--- src/include/flag_div_pkg.sv ---
package flag_div_pkg;
  // Register byte offsets
  localparam logic [7:0] status_off = 8'h08;
  localparam logic [7:0] low_div_off = 8'h0c;
  localparam logic [7:0] high_div_off = 8'h10;
  localparam logic [7:0] mode_off = 8'h24;
  localparam logic [7:0] source_off = 8'h28;
  localparam logic [7:0] prescale_off = 8'h30;
  // Status field positions
  localparam int lost_bit = 0;
  localparam int nack_bit = 1;
  localparam int busy_bit = 12;
  // Mode field positions
  localparam int stop_bit = 11;
  localparam int master_bit = 10;
  localparam int start_bit = 13;
  localparam int release_bit = 5;
  // Interrupt source codes
  localparam logic [2:0] code_none = 3'h0;
  localparam logic [2:0] code_lost = 3'h1;
  localparam logic [2:0] code_nack = 3'h2;
  // Reset values
  localparam logic [15:0] div_reset = 16'h0000;
  localparam logic [7:0] psc_reset = 8'h00;
  localparam logic [15:0] mode_reset = 16'h0000;
  // Divider offsets d
  localparam logic [3:0] d_psc0 = 4'h7;
  localparam logic [3:0] d_psc1 = 4'h6;
  localparam logic [3:0] d_other = 4'h5;
endpackage

--- src/core/i2c_flags_divider.sv ---
// Implementation choices: the register offsets and the APB register port.
`timescale 1ns/1ps
`default_nettype none
module i2c_flags_divider (
  // Clock and reset
  input wire logic clk,
  input wire logic reset,
  // APB slave
  input wire logic psel,
  input wire logic penable,
  input wire logic pwrite,
  input wire logic [7:0] paddr,
  input wire logic [31:0] pwdata,
  output logic [31:0] prdata,
  output logic pready,
  output logic pslverr,
  // Bus engine events, same clock domain
  input wire logic transmitting,
  input wire logic ack_seen,
  input wire logic nack_seen,
  input wire logic general_call,
  input wire logic arb_lost_seen,
  input wire logic bus_busy,
  // Outputs
  output logic scl_out,
  output logic scl_oe,
  output logic nack_req,
  output logic lost_req,
  output logic slave_receiver
);
  // Flag state
  logic nack_reg, nack_next;
  logic lost_reg, lost_next;

  // Divider and prescaler state
  logic [15:0] low_reg, low_next;
  logic [15:0] high_reg, high_next;
  logic [7:0] psc_reg, psc_next;

  // Mode state and derived levels
  logic [15:0] mode_reg, mode_next;
  logic in_reset;
  logic is_master;
  logic run_div;

  // Read path and serial clock
  logic [31:0] rdata_next;
  logic [3:0] offset_d;
  logic scl_level;

  // Address compare, shared by every register select
  function automatic logic addr_is(input logic [7:0] a, input logic [7:0] off);
    addr_is = (a == off);
  endfunction

  // Offset d for a prescaler value
  // Small prescaler settings carry a longer fixed part of each phase
  function automatic logic [3:0] offset_for(input logic [7:0] psc);
    case (psc)
      8'h00: offset_for = flag_div_pkg::d_psc0;
      8'h01: offset_for = flag_div_pkg::d_psc1;
      default: offset_for = flag_div_pkg::d_other;
    endcase
  endfunction

  // Priority code for the source register, lost ranks first
  // Only the code on show is cleared by a read, so one read clears one flag
  function automatic logic [2:0] src_code(input logic lost, input logic nack);
    if (lost) begin
      src_code = flag_div_pkg::code_lost;
    end else if (nack) begin
      src_code = flag_div_pkg::code_nack;
    end else begin
      src_code = flag_div_pkg::code_none;
    end
  endfunction

  // Transfer phases; only the access cycle acts on a register
  wire setup = psel && !penable;
  wire wr = psel && penable && pwrite;
  wire rd = psel && penable && !pwrite;

  // Register selects
  wire hit_status = addr_is(paddr, flag_div_pkg::status_off);
  wire hit_low = addr_is(paddr, flag_div_pkg::low_div_off);
  wire hit_high = addr_is(paddr, flag_div_pkg::high_div_off);
  wire hit_mode = addr_is(paddr, flag_div_pkg::mode_off);
  wire hit_src = addr_is(paddr, flag_div_pkg::source_off);
  wire hit_psc = addr_is(paddr, flag_div_pkg::prescale_off);

  // Anything else answers with an error and reads zero
  wire mapped = hit_status
    | hit_low
    | hit_high
    | hit_mode
    | hit_src
    | hit_psc;

  // Code the source register shows right now
  wire [2:0] cur_code = src_code(lost_reg, nack_reg);

  // Module held in reset while the release bit is low
  assign in_reset = !mode_reg[flag_div_pkg::release_bit];
  assign is_master = mode_reg[flag_div_pkg::master_bit];
  assign run_div = is_master && !in_reset;

  // Writing the release bit low resets both flags
  wire release_clear = wr && hit_mode && !pwdata[flag_div_pkg::release_bit];

  // Nack sources; engine events only count while transmitting
  // A general call always reports nack, whoever acknowledged
  wire nack_hit = nack_seen || (general_call && ack_seen);
  wire nack_set = !in_reset && transmitting && nack_hit;
  wire ack_clr = transmitting && ack_seen && !general_call;
  wire nack_wclr = wr && hit_status && pwdata[flag_div_pkg::nack_bit];
  wire nack_rclr = rd && hit_src && (cur_code == flag_div_pkg::code_nack);
  wire nack_clr = nack_wclr || nack_rclr || ack_clr;

  // Lost sources; a start strobe into a busy bus loses at once
  wire start_try = wr && hit_mode && pwdata[flag_div_pkg::start_bit];
  wire engine_lost = arb_lost_seen && is_master && transmitting;
  wire busy_lost = start_try && bus_busy;
  wire lost_set = !in_reset && (engine_lost || busy_lost);
  wire lost_wclr = wr && hit_status && pwdata[flag_div_pkg::lost_bit];
  wire lost_rclr = rd && hit_src && (cur_code == flag_div_pkg::code_lost);
  wire lost_clr = lost_wclr || lost_rclr;

  // Nack next value; module reset clears, then set outranks every clear
  // Set wins so an event landing on a clear is never lost to software
  always_comb begin
    nack_next = nack_reg;
    if (nack_clr) begin
      nack_next = 1'b0;
    end
    if (nack_set) begin
      nack_next = 1'b1;
    end
    if (release_clear) begin
      nack_next = 1'b0;
    end
  end

  // Lost next value, same priority as the nack flag
  always_comb begin
    lost_next = lost_reg;
    if (lost_clr) begin
      lost_next = 1'b0;
    end
    if (lost_set) begin
      lost_next = 1'b1;
    end
    if (release_clear) begin
      lost_next = 1'b0;
    end
  end

  // Mode register; the start strobe never stays set
  // A loss drops master and stop in the same cycle as the write or event
  always_comb begin
    mode_next = mode_reg;
    if (wr && hit_mode) begin
      mode_next = pwdata[15:0];
      mode_next[flag_div_pkg::start_bit] = 1'b0;
    end
    if (lost_set) begin
      mode_next[flag_div_pkg::master_bit] = 1'b0;
      mode_next[flag_div_pkg::stop_bit] = 1'b0;
    end
  end

  // Divider and prescaler registers; upper bus bits are dropped
  // Changing them while running would glitch SCL, so software waits for reset
  always_comb begin
    low_next = low_reg;
    high_next = high_reg;
    psc_next = psc_reg;
    if (wr && hit_low) begin
      low_next = pwdata[15:0];
    end
    if (wr && hit_high) begin
      high_next = pwdata[15:0];
    end
    if (wr && hit_psc) begin
      psc_next = pwdata[7:0];
    end
  end

  // Read mux; upper divider bits are zero
  // Bus busy is shown live, it belongs to the bus engine
  always_comb begin
    rdata_next = 32'h00000000;
    if (hit_status) begin
      rdata_next[flag_div_pkg::lost_bit] = lost_reg;
      rdata_next[flag_div_pkg::nack_bit] = nack_reg;
      rdata_next[flag_div_pkg::busy_bit] = bus_busy;
    end else if (hit_low) begin
      rdata_next = {16'h0000, low_reg};
    end else if (hit_high) begin
      rdata_next = {16'h0000, high_reg};
    end else if (hit_mode) begin
      rdata_next = {16'h0000, mode_reg};
    end else if (hit_src) begin
      rdata_next = {29'h00000000, cur_code};
    end else if (hit_psc) begin
      rdata_next = {24'h000000, psc_reg};
    end
  end

  // Offset d picked by prescaler value
  assign offset_d = offset_for(psc_reg);

  // Divider runs only as master out of reset; values assumed static then
  scl_divider u_scl_divider (
    .clk(clk),
    .reset(reset),
    .run(run_div),
    .low_div(low_reg),
    .high_div(high_reg),
    .offset_d(offset_d),
    .scl_level(scl_level)
  );

  // Flag registers
  always_ff @(posedge clk or posedge reset) begin
    if (reset) begin
      nack_reg <= 1'b0;
      lost_reg <= 1'b0;
    end else begin
      nack_reg <= nack_next;
      lost_reg <= lost_next;
    end
  end

  // Divider and prescaler registers
  always_ff @(posedge clk or posedge reset) begin
    if (reset) begin
      low_reg <= flag_div_pkg::div_reset;
      high_reg <= flag_div_pkg::div_reset;
      psc_reg <= flag_div_pkg::psc_reset;
    end else begin
      low_reg <= low_next;
      high_reg <= high_next;
      psc_reg <= psc_next;
    end
  end

  // Mode register; comes out of reset held in module reset
  always_ff @(posedge clk or posedge reset) begin
    if (reset) begin
      mode_reg <= flag_div_pkg::mode_reset;
    end else begin
      mode_reg <= mode_next;
    end
  end

  // APB answer: ready in the access cycle, never a wait state
  always_ff @(posedge clk or posedge reset) begin
    if (reset) begin
      pready <= 1'b0;
      pslverr <= 1'b0;
    end else begin
      pready <= setup;
      pslverr <= setup && !mapped;
    end
  end

  // Read data latched at setup, so a clearing read still shows the old code
  always_ff @(posedge clk or posedge reset) begin
    if (reset) begin
      prdata <= 32'h00000000;
    end else if (setup && !pwrite) begin
      prdata <= rdata_next;
    end
  end

  // Pin outputs; open drain pulls low only, one cycle behind the divider
  always_ff @(posedge clk or posedge reset) begin
    if (reset) begin
      scl_out <= 1'b0;
      scl_oe <= 1'b0;
    end else begin
      scl_out <= 1'b0;
      scl_oe <= run_div && !scl_level;
    end
  end

  // Request outputs follow the flags on the same edge
  always_ff @(posedge clk or posedge reset) begin
    if (reset) begin
      nack_req <= 1'b0;
      lost_req <= 1'b0;
    end else begin
      nack_req <= nack_next;
      lost_req <= lost_next;
    end
  end

  // Role output; a slave receiver whenever master select is low
  always_ff @(posedge clk or posedge reset) begin
    if (reset) begin
      slave_receiver <= 1'b1;
    end else begin
      slave_receiver <= !mode_next[flag_div_pkg::master_bit];
    end
  end
endmodule // i2c_flags_divider
`default_nettype wire

--- src/core/scl_divider.sv ---
`timescale 1ns/1ps
`default_nettype none
module scl_divider (
  // Clock and reset
  input wire logic clk,
  input wire logic reset,
  // Control
  input wire logic run,
  input wire logic [15:0] low_div,
  input wire logic [15:0] high_div,
  input wire logic [3:0] offset_d,
  // Serial clock level
  output logic scl_level
);
  typedef enum logic [1:0] {st_low = 2'b01, st_high = 2'b10} phase_e;
  phase_e phase_reg, phase_next;
  logic [16:0] cnt_reg, cnt_next;
  logic [16:0] low_len, high_len;
  logic last;

  // Phase lengths in module clocks, n + d
  assign low_len = {1'b0, low_div} + {13'h0000, offset_d};
  assign high_len = {1'b0, high_div} + {13'h0000, offset_d};
  assign last = (cnt_reg == 17'h00001);

  // Next phase and count; idle holds the line high
  always_comb begin
    phase_next = phase_reg;
    cnt_next = cnt_reg;
    case (phase_reg)
      st_low: begin
        if (!run) begin
          phase_next = st_high;
          cnt_next = high_len;
        end else if (last) begin
          phase_next = st_high;
          cnt_next = high_len;
        end else begin
          cnt_next = cnt_reg - 17'h00001;
        end
      end
      st_high: begin
        if (!run) begin
          cnt_next = high_len;
        end else if (last) begin
          phase_next = st_low;
          cnt_next = low_len;
        end else begin
          cnt_next = cnt_reg - 17'h00001;
        end
      end
      default: begin
        phase_next = st_high;
        cnt_next = high_len;
      end
    endcase
  end

  // State registers
  always_ff @(posedge clk or posedge reset) begin
    if (reset) begin
      phase_reg <= st_high;
      cnt_reg <= 17'h00001;
      scl_level <= 1'b1;
    end else begin
      phase_reg <= phase_next;
      cnt_reg <= cnt_next;
      scl_level <= (phase_next == st_high);
    end
  end
endmodule // scl_divider
`default_nettype wire

--- config.mk ---
export PLATFORM = sky130hd
export DESIGN_NAME = i2c_flags_divider
export DESIGN_NICKNAME = d
export VERILOG_FILES = /design/src/include/flag_div_pkg.sv /design/src/core/i2c_flags_divider.sv /design/src/core/scl_divider.sv
export SDC_FILE = /design/constraint.sdc
export NUM_CORES = 1
export LEC_CHECK = 0
export ABC_AREA = 1
export BUFFER_PORTS_ARGS = -buffer_cell sky130_fd_sc_hd__buf_2
export CAP_MARGIN = 30
export CORE_AREA = 2 2 102 128
export DETAILED_ROUTE_END_ITERATION = 16
export DIE_AREA = 0 0 104 130
export GPL_TIMING_DRIVEN = 0
export PLACE_DENSITY = 0.69
export RECOVER_POWER = 25
export SETUP_SLACK_MARGIN = 0.3
export SKIP_LAST_GASP = 1
export SLEW_MARGIN = 0
export SYNTH_ARGS = -nofsm -noshare
export SYNTH_HDL_FRONTEND = slang
export SYNTH_SLANG_ARGS = --single-unit
--- constraint.sdc ---
create_clock -name clk -period 6.2 [get_ports clk]
set_input_delay 1.55 -clock clk [delete_from_list [all_inputs] [get_ports clk]]
set_output_delay 1.55 -clock clk [all_outputs]
set_load 0.005 [all_outputs]
Word level (Yosys, flattened, before mapping). Cells that the tools add are included.

Register bits after elaboration: 113.

Equal/unequal tests: 13. Bitwise operators: 5. $add $sub $neg: 3. Reduce and logical (&&, ||, !) cells: 45. Mux-type cells: 30.

Operators by type and width (count): two-way mux 32 bit (4); two-way mux 17 bit (4); adder 16 x 3 -> 17 bit (2); one-hot mux 17 bit (2 select lines) (1); logical AND 1 bit (29); == test 8 x 6 -> 1 bit, second input constant (3); two-way mux 19 bit (1); == test 17 x 1 -> 1 bit, second input constant (1); subtractor 17 x 1 -> 17 bit, second input constant (1); == test 8 x 4 -> 1 bit, second input constant (2); two-way mux 2 bit (8); two-way mux 12 bit (1); two-way mux 10 bit (1); == test 8 x 1 -> 1 bit, second input constant (1); == test 8 x 5 -> 1 bit, second input constant (1); logical NOT 8 bit (1); two-way mux 8 bit (1); one-hot mux 2 bit (2 select lines) (2); logical NOT 1 bit (7); two-way mux 1 bit (7); nonzero test 3 bit (2); logical OR 1 bit (5); bitwise OR 1 bit (5); == test 2 bit, second input constant (2); 4 further kinds (4).

Logic depth before layout (Yosys ltp). Gate-level depths: netlist of run 1.

Word-level depth: 9. Depth in mapped cells: 17.

By module. Synthesis of run 1 repeated with hierarchy kept, for this count alone.

Cells, all modules: 822. Area total of the unflattened synthesis: 6223.5 sq um.

Modules (own cells, without submodules): i2c_flags_divider (cells each 460, area an instance 3839.9 sq um, instances 1); scl_divider (cells each 362, area an instance 2383.5 sq um, instances 1).

Worst setup path after synthesis of run 1. OpenSTA, ideal clock, no wires.

Path kind: input-to-reg. Start: input port paddr[7]. End: register mode_reg[0]. Arrival: 2.512 ns. Setup slack: 3.566 ns. Stages: 10. Path through: nor2_4 -> inv_2 -> nor3_4 -> nand2_2 -> inv_2 -> nand2_2 -> buf_6 -> buf_6 -> nand2_1 -> o21ai_1.

Longest elaborated chain between the ends: 2.

RTL lines: from (decl) (line i2c_flags_divider.sv:12) `input wire logic [7:0] paddr,`; == test 8 x 6 -> 1 bit (line i2c_flags_divider.sv:53) `addr_is = (a == off);`; logical AND 1 bit (line i2c_flags_divider.sv:161) `if (wr && hit_mode) begin`; to (signal assigned) (line i2c_flags_divider.sv:250) `mode_reg <= flag_div_pkg::mode_reset;`; to (signal assigned) (line i2c_flags_divider.sv:252) `mode_reg <= mode_next;`; to (decl) (line i2c_flags_divider.sv:41) `logic [15:0] mode_reg, mode_next;`.

No other way between the ends. A chain may end at the register's enable or synchronous reset.

Worst setup path after layout of run 1.
Start: register psc_reg[4]. End: register u_scl_divider.cnt_reg[16].

Longest elaborated chain between the ends: 6. Elaborated cells on any way between the ends: 10.

RTL lines: from (decl) (line i2c_flags_divider.sv:38) `logic [7:0] psc_reg, psc_next;`; from (signal assigned) (line i2c_flags_divider.sv:239) `psc_reg <= flag_div_pkg::psc_reset;`; from (signal assigned) (line i2c_flags_divider.sv:243) `psc_reg <= psc_next;`; == test 8 x 1 -> 1 bit or logical NOT 8 bit (tied branches) (line i2c_flags_divider.sv:59) `case (psc)`; one-hot mux 2 bit (2 select lines) (*) (line i2c_flags_divider.sv:59); adder 16 x 3 -> 17 bit (on tied branches) (line scl_divider.sv:22, scl_divider.sv:23); two-way mux 17 bit (on tied branches) (line scl_divider.sv:45, scl_divider.sv:35); two-way mux 17 bit (on tied branches) (line scl_divider.sv:43, scl_divider.sv:32); one-hot mux 17 bit (2 select lines) (*) (line scl_divider.sv:30) `case (phase_reg)`; net u_scl_divider.cnt_next[16] (line scl_divider.sv:17) `logic [16:0] cnt_reg, cnt_next;`; to (signal assigned) (line scl_divider.sv:67) `cnt_reg <= cnt_next;`; to (decl) (line scl_divider.sv:17).

Mark *: on every way through the listed nets, which the timed path passes. The rest lies on a longest branch.

==> results of run 1 <==
path summary, 6_finish.rpt:
kind | from | to | depth (start not counted)
max reg2reg | psc_reg[4] | u_scl_divider.cnt_reg[16] | 11
min reg2reg | prdata[4] | prdata[4] | 2
min | prdata[4] | prdata[4] | 2
min in group asynchronous | reset | low_reg[3] | 2
max | psc_reg[4] | u_scl_divider.cnt_reg[16] | 11
max in group asynchronous | reset | u_scl_divider.phase_reg[1] | 3
metrics by stage:
stage	power (mW)	utilization	std cells	cell area (µm²)	worst slack (ns)
final	1.57	0.555	1085	6890	3.21
after detailed placement	1.00	0.531	1069	6610	3.03
after CTS	1.58	0.556	1085	6920	3.25
after global routing	1.65	0.555	1085	6890	2.95
after floorplan	0.912	-	844	6080	2.12
after global placement	0.999	0.529	1068	6580	0.892
cell families after synthesis:
kind of cell / Yosys count
xor+xnor: 25
compound gates: 131
other cells: 1
buf+inv: 137
simple gates: 427
flops: 97
fa+ha+maj: 10
layout make-up:
class                           instances  area [µm²]
Tap cell                              168         210
Clock inverter                          7        86.3
Multi-Input combinational cell        610        3000
Clock buffer                            9         225
Timing Repair Buffer                   57         307
Buffer                                 39         262
Sequential cell                        97        2430
Fill cell                            1291        5540
Inverter                               98         372
placed cells by master (no fill, tap or decap), drive strengths merged, types with 2 or more instances in the layout:
cell      n
nand4    12
a21oi    18
nand3b    2
conb     17
inv     100
nor2     81
xnor2     6
nand2   248
o22ai    12
nor3     10
ha        8
o211ai    9
o21ai    86
clkinv    3
and2      2
dfrtp    93
nand3    63
or2       5
fa        2
buf      90
a31o      2
dfstp     4
nor4      4
clkbuf   15
xor2     19
power by group:
group	internal [mW]	switching (mW)
combinational	0.101	0.194
sequential	0.668	0.0271
clock	0.321	0.264
total	1.09	0.485
layer usage:
layer | track usage | routed length (µm) | up-vias
met5 | 0 | 0 | -
met4 | 0.134 | 744 | 0
met3 | 0.0270 | 697 | 36
met2 | 0.479 | 8630 | 158
met1 | 0.320 | 7070 | 2560
li1 | - | - | 2799
synthesized netlist by cell type (all sizes together) (5+ instances only):
| cell | count | share of area |
|---|---|---|
| inv | 98 | 0.061 |
| xor2 | 19 | 0.028 |
| nand3 | 63 | 0.058 |
| dfrtp | 93 | 0.39 |
| nand4 | 12 | 0.013 |
| nand2 | 248 | 0.16 |
| a21oi | 18 | 0.015 |
| xnor2 | 6 | 0.0087 |
| o22ai | 12 | 0.012 |
| o211ai | 9 | 0.011 |
| ha | 8 | 0.017 |
| buf | 34 | 0.040 |
| or2 | 5 | 0.0052 |
| o21ai | 86 | 0.074 |
| nor3 | 10 | 0.012 |
| nor2 | 81 | 0.055 |
| clkbuf | 5 | 0.0033 |
worst reg2reg max path, stage by stage, from the launching register on:
cell,delay [ns]
dfrtp_1,0.40
nor4_1,0.41
and2_1,0.27
inv_1,0.11
fa_1,0.46
a21oi_1,0.37
nand2_1,0.19
nor3_1,0.29
nand3_1,0.14
nand2_1,0.08
nor2_1,0.04
a21oi_1,0.14
==> metrics.md, run 1 <==
| Metric | Value |
|---|---|
| Setup_tns | 0 ns |
| Library cell contributing the largest single delay on the critical path | fa_1 |
| Buffers added on ports | 56 |
| Final critical-path required period | between 2 and 3 ns |
| Final setup violating endpoints | 0 |
| Min-delay worst type | register to register |
| Number of buffers inserted by hold repair at cts | 0 |
| Total Nets Final | 973 |
| Post-synthesis register bit count | 97 |
| Number of remaining DRC errors | 0 |
| Number of diodes added for antenna fixing | 0 |
| Number of vias per cell after detailed routing | 5.12 |
| FMAX | 0.335 GHz |
| Fraction of layout instances using a drive strength above 1 | 0.155 |
| Final hold slack | 0.481 ns |
| CTS tree | done |
| Pleak | 3.46 nW |
| Via count of the first global-routing pass | about 5400 |
| Critical path data arrival time | ~3.3 ns |
| Largest register FFs | 17 |
| Number of H-tree levels | 3 |
| Pins Over Slew Limit | 44 |
| Crit path max fanout | 4 |
| DRT iter0 DRCs | 401 |
| Share of the synthesized area in compound gates (AO/OA/AOI/OAI) | 0.120 |
| Die Ht | 130 µm |
| Area share of fa/ha/maj cells after synthesis | 0.0233 |
| Maximum clock insertion buffer count | 2 |
| Sequential cell area fraction in the yosys report | 0.404 |
| Number of buffers created by CTS | 9 |
| Critical path data required time | 6.48 ns |
| Clock sinks | 97 |
| Max_cap viols | 1 |
| Post-synthesis area per instance | slightly above 7 µm² |
| Die footprint | 13500 µm² |
| Clock insertion delay at the later pin of the skew report | 0.35 ns |
| I/O pin total | 90 |
| Slack of the worst reg-to-reg path | 3.21 ns |
| Violations in the final reports | capacitance limit, slew limit |
| Simple-Gate Fraction of Synth Area | 0.311 |
| Overall die width | 104 µm |
| Wire length of the first global-routing pass | 27.9 mm |
| Worst vdd ir | 0.155 mV |
| Routability congestion estimate | 0.949 |
| Ratio of final minimum period to clock period | 0.482 |
| RSZ-0062 raised after global routing | false |
| Skew final | about 0.012 ns |
| Count of TritonRoute iterations in the first routing pass | 5 |
| Post-synth design cell area | around 6000 µm² |
| Post-synthesis mux area share | 0 |
| Crit start category | register |
| CP bufs+invs | 1 |
| Post-route antenna net violation count | 0 |
| Critical path class | register to register |
| Result of the run | finished with violations |
| Area share of xor/xnor cells in the synthesized design | 0.0363 |
| Sum of net half-perimeters after detailed placement | 13.3 mm |
| Worst Max-Slew Pin Slew | between 2 and 2.5 ns |
| CP Capture Type | register |
| Cell-by-cell trace of the critical path | nor4_1 -> and2_1 -> inv_1 -> fa_1 -> a21oi_1 -> nand2_1 -> nor3_1 -> nand3_1 -> nand2_1 -> nor2_1 -> a21oi_1 |
| Clock tree root buffer cell | clkbuf_16 |
| Starting density of the core | 0.485 |
| Layout-stage area growth over the synthesis result | 14.4% |
| Top delay family on crit path | simple AND/OR/NAND/NOR gates |
| Yosys warning total | 0 |
| Synth cell types | 45 |
| Number of synthesized flops with an enable pin | 0 |
| Average wire per standard cell | 15.8 µm |
| Main combinational cell family by area after synthesis | simple AND/OR/NAND/NOR gates |
| Antenna violations before repair | 0 |
| Total vias in the final route | 5553 |
| Global route total overflow | 0 |
| Stage delay of the slowest cell on the critical path | between 0.4 and 0.5 ns |
| Post-cts repair resize count | 0 |
| Clock transition at the registers of the reported paths | roughly 0.08 ns |
| Post-synth top flop | dfrtp_1 |
| Number of setup buffers added after CTS | 0 |
| Placeable core area | 12400 µm² |
| Final Routed Wirelength | about 17 mm |
| Max_slew headroom | -0.422 |
| Number of endpoints with negative hold slack in the final report | 0 |
| Number of instances in the synthesized netlist | 828 |
| # rows | 46 |
| Overall track demand over capacity in global routing | 0.266 |
| Async set-or-reset flop fraction in the synthesized netlist | 1.00 |
| Power per cell area | 228 nW/µm² |
| Largest net degree at the start of global routing | 55 |
Power figures use the tool's default switching activity.
==> inputs of run 2 (changes only) <==
==> constraint.sdc (replaced) <==
create_clock -name clk -period 3.1 [get_ports clk]
set_input_delay 0.775 -clock clk [delete_from_list [all_inputs] [get_ports clk]]
set_output_delay 0.775 -clock clk [all_outputs]
set_load 0.005 [all_outputs]
==> metrics.md, run 2 (synthesis gave the netlist of run 1 again) <==
| Metric | Value |
|---|---|
| Result of the run | complete, no violations (was finished with violations) |
| Worst Min Path Start | prdata[8] (was prdata[4]) |
| Stage delay of the slowest cell on the critical path | 0.42 ns (was 0.46 ns) |
| Critical path class | register to register (unchanged) |
| Total Nets Final | 974 (was 973) |
| Global route total overflow | 0 (unchanged) |
| Path depth of the worst reg2reg path | 14 (was 11) |
| Number of endpoints with negative hold slack in the final report | 0 (unchanged) |
| Most used cells in the layout excluding fill and tap cells | nand2_1 (241), dfrtp_1 (93), inv_1 (89) (was nand2_1 (242), dfrtp_1 (93), inv_1 (89)) |
| Number of buffers created by CTS | 9 (unchanged) |
| Cell-by-cell trace of the critical path | nor4_4 -> and2_4 -> inv_1 -> fa_1 -> inv_1 -> nor2_1 -> nor2_2 -> nand4_1 -> nand3_1 -> o21ai_0 -> nand2_1 -> nand2_1 -> nand2_1 -> nand2_1 (was nor4_1 -> and2_1 -> inv_1 -> fa_1 -> a21oi_1 -> nand2_1 -> nor3_1 -> nand3_1 -> nand2_1 -> nor2_1 -> a21oi_1) |
| Ratio of final minimum period to clock period | 0.856 (was 0.482) |
| Maximum clock insertion buffer count | 2 (unchanged) |
| Critical path data required time | 3.34 ns (was 6.48 ns) |
| Count of TritonRoute iterations in the first routing pass | 5 (unchanged) |
| Routability congestion estimate | 0.944 (was 0.949) |
| CTS tree | done (unchanged) |
| Clock tree root buffer cell | clkbuf_16 (unchanged) |
| Largest net degree at the start of global routing | 41 (was 55) |
| Destination of the worst hold path | prdata[8] (was prdata[4]) |
| FF-to-FF Start | psc_reg[4] (unchanged) |
| Min-delay worst type | register to register (unchanged) |
| Final setup violating endpoints | 0 (unchanged) |
| Pins Over Slew Limit | 0 (was 44) |
| FMAX | 0.377 GHz (was 0.335 GHz) |
| Layout-stage area growth over the synthesis result | 14.6% (was 14.4%) |
| Average wire per standard cell | 15.8 µm (about the same) |
| Wire length of the first global-routing pass | 27.6 mm (was 27.9 mm) |
| Critical path data arrival time | 2.90 ns (was 3.27 ns) |
| Total vias in the final route | 5637 (was 5553) |
| Antenna violations before repair | 0 (unchanged) |
| DRT iter0 DRCs | 326 (was 401) |
| Number of vias per cell after detailed routing | 5.19 (was 5.12) |
| Sum of net half-perimeters after detailed placement | 13.5 mm (was 13.3 mm) |
| Hold Path Stages | 2 (unchanged) |
| Starting density of the core | 0.485 (unchanged) |
| Worst Max-Slew Pin Slew | 1.00 ns (was 2.12 ns) |
| Via count of the first global-routing pass | 5432 (was 5358) |
| Critical Path Stages | 14 (was 11) |
| Number of buffers inserted by hold repair at cts | 0 (unchanged) |
| Setup_tns | 0 ns (unchanged) |
| Final hold slack | 0.476 ns (was 0.481 ns) |
| # rows | 46 (unchanged) |
| RR Endpoint | u_scl_divider.cnt_reg[14] (was u_scl_divider.cnt_reg[16]) |
| Crit path max fanout | 4 (unchanged) |
| Skew final | 0.00653 ns (was 0.0116 ns) |
| Leading cell type in the layout, fill and taps excluded | nand2_1 (unchanged) |
| Crit start category | register (unchanged) |
| Cell repeated most along the worst path | nand2_1 |
| Number of H-tree levels | 3 (unchanged) |
| Post-route antenna net violation count | 0 (unchanged) |
| Pleak | 3.46 nW (about the same) |
| Largest register FFs | 17 (unchanged) |
| Clock transition at the registers of the reported paths | 0.07 ns (was 0.08 ns) |
| Buffers added on ports | 56 (unchanged) |
| Core utilization of the finished layout | 0.555 (about the same) |
| Overall die width | 104 µm (unchanged) |
| Final Routed Wirelength | 17.1 mm (was 17.2 mm) |
| Clock insertion delay at the later pin of the skew report | 0.35 ns (about the same) |
| Max_slew headroom | 0.330 (was -0.422) |
| Number of setup buffers added after CTS | 0 (unchanged) |
| CP bufs+invs | 2 (was 1) |
| Library cell contributing the largest single delay on the critical path | dfrtp_1 (was fa_1) |
| I/O pin total | 90 (unchanged) |
| Slack of the worst reg-to-reg path | 0.44 ns (was 3.21 ns) |
| Clock sinks | 97 (unchanged) |
| Fraction of layout instances using a drive strength above 1 | 0.169 (was 0.155) |
| Placeable core area | 12400 µm² (unchanged) |
| Max_cap viols | 0 (was 1) |
| Die footprint | 13500 µm² (unchanged) |
| Worst vdd ir | 0.380 mV (was 0.155 mV) |
| Final critical-path required period | 2.66 ns (was 2.99 ns) |
| Die Ht | 130 µm (unchanged) |
| CP Capture Type | register (unchanged) |
| Overall track demand over capacity in global routing | 0.264 (was 0.266) |
| RSZ-0062 raised after global routing | true (was false) |
| Number of remaining DRC errors | 0 (unchanged) |
| Top delay family on crit path | simple AND/OR/NAND/NOR gates (unchanged) |
| Number of diodes added for antenna fixing | 0 (unchanged) |
| Power per cell area | 442 nW/µm² (was 228 nW/µm²) |
-- run 2: cell types whose count changed in the layout (fill, tap and decap cells not counted), sizes merged --
cell | before | now
bufinv | 1 | 0
clkbuf | 15 | 16
clkinv | 3 | 4
-- run 2: final cells by class --
cell class | count | area (µm²)
Multi-Input combinational cell | 610 | 3060
Tap cell | 168 | 210
Clock inverter | 7 | 52.6
Timing Repair Buffer | 58 | 290
Fill cell | 1261 | 5530
Clock buffer | 9 | 225
Inverter | 98 | 372
Buffer | 39 | 262
Sequential cell | 97 | 2430
-- run 2: worst register-to-register path, cell delays in order (launching register included) --
cell and delay, ns:
dfrtp_1 0.42, nor4_4 0.33, and2_4 0.22, inv_1 0.08, fa_1 0.41, inv_1 0.06, nor2_1 0.08, nor2_2 0.22
nand4_1 0.25, nand3_1 0.15, o21ai_0 0.10, nand2_1 0.07, nand2_1 0.05, nand2_1 0.05, nand2_1 0.06
-- run 2: per-stage QoR --
step	std cells	power (mW)	cell area [µm²]	worst slack [ns]
floorplan	844	1.82	6090	0.818
global placement	1068	2.00	6580	0.174
detailed placement	1070	2.00	6620	0.153
CTS	1086	3.06	6910	0.338
global route	1086	3.19	6910	0.290
finish	1086	3.05	6910	0.445
-- run 2: metal layers --
layer  share of wire  up-vias  GRT usage
met3           0.047       45     0.0370
met5               0        -          0
met2            0.51      188      0.476
li1                -     2803          -
met1            0.39     2601      0.304
met4           0.051        0      0.153
-- run 2: worst max path at each step --
| stage | end | slack [ns] | startpoint |
|---|---|---|---|
| floorplan | u_scl_divider.cnt_reg[16] | 0.82 | psc_reg[4] |
| global placement | u_scl_divider.cnt_reg[16] | 0.17 | psc_reg[4] |
| detailed placement | u_scl_divider.cnt_reg[16] | 0.15 | psc_reg[4] |
| CTS | u_scl_divider.cnt_reg[16] | 0.34 | psc_reg[4] |
| global route | u_scl_divider.cnt_reg[16] | 0.29 | psc_reg[4] |
| finish | u_scl_divider.cnt_reg[14] | 0.44 | psc_reg[4] |
-- run 2: timing repair --
item / in CTS / in global routing
endpoints found under the setup margin: 3 / 3
pin swaps: 0 / 2
resized for setup: 4 / 6
-- run 2: power breakdown --
part	switching [mW]	internal [mW]	total [mW]
Combinational	0.389	0.203	0.592
Sequential	0.0511	1.34	1.39
Clock	0.517	0.553	1.07
Total	0.957	2.09	3.05
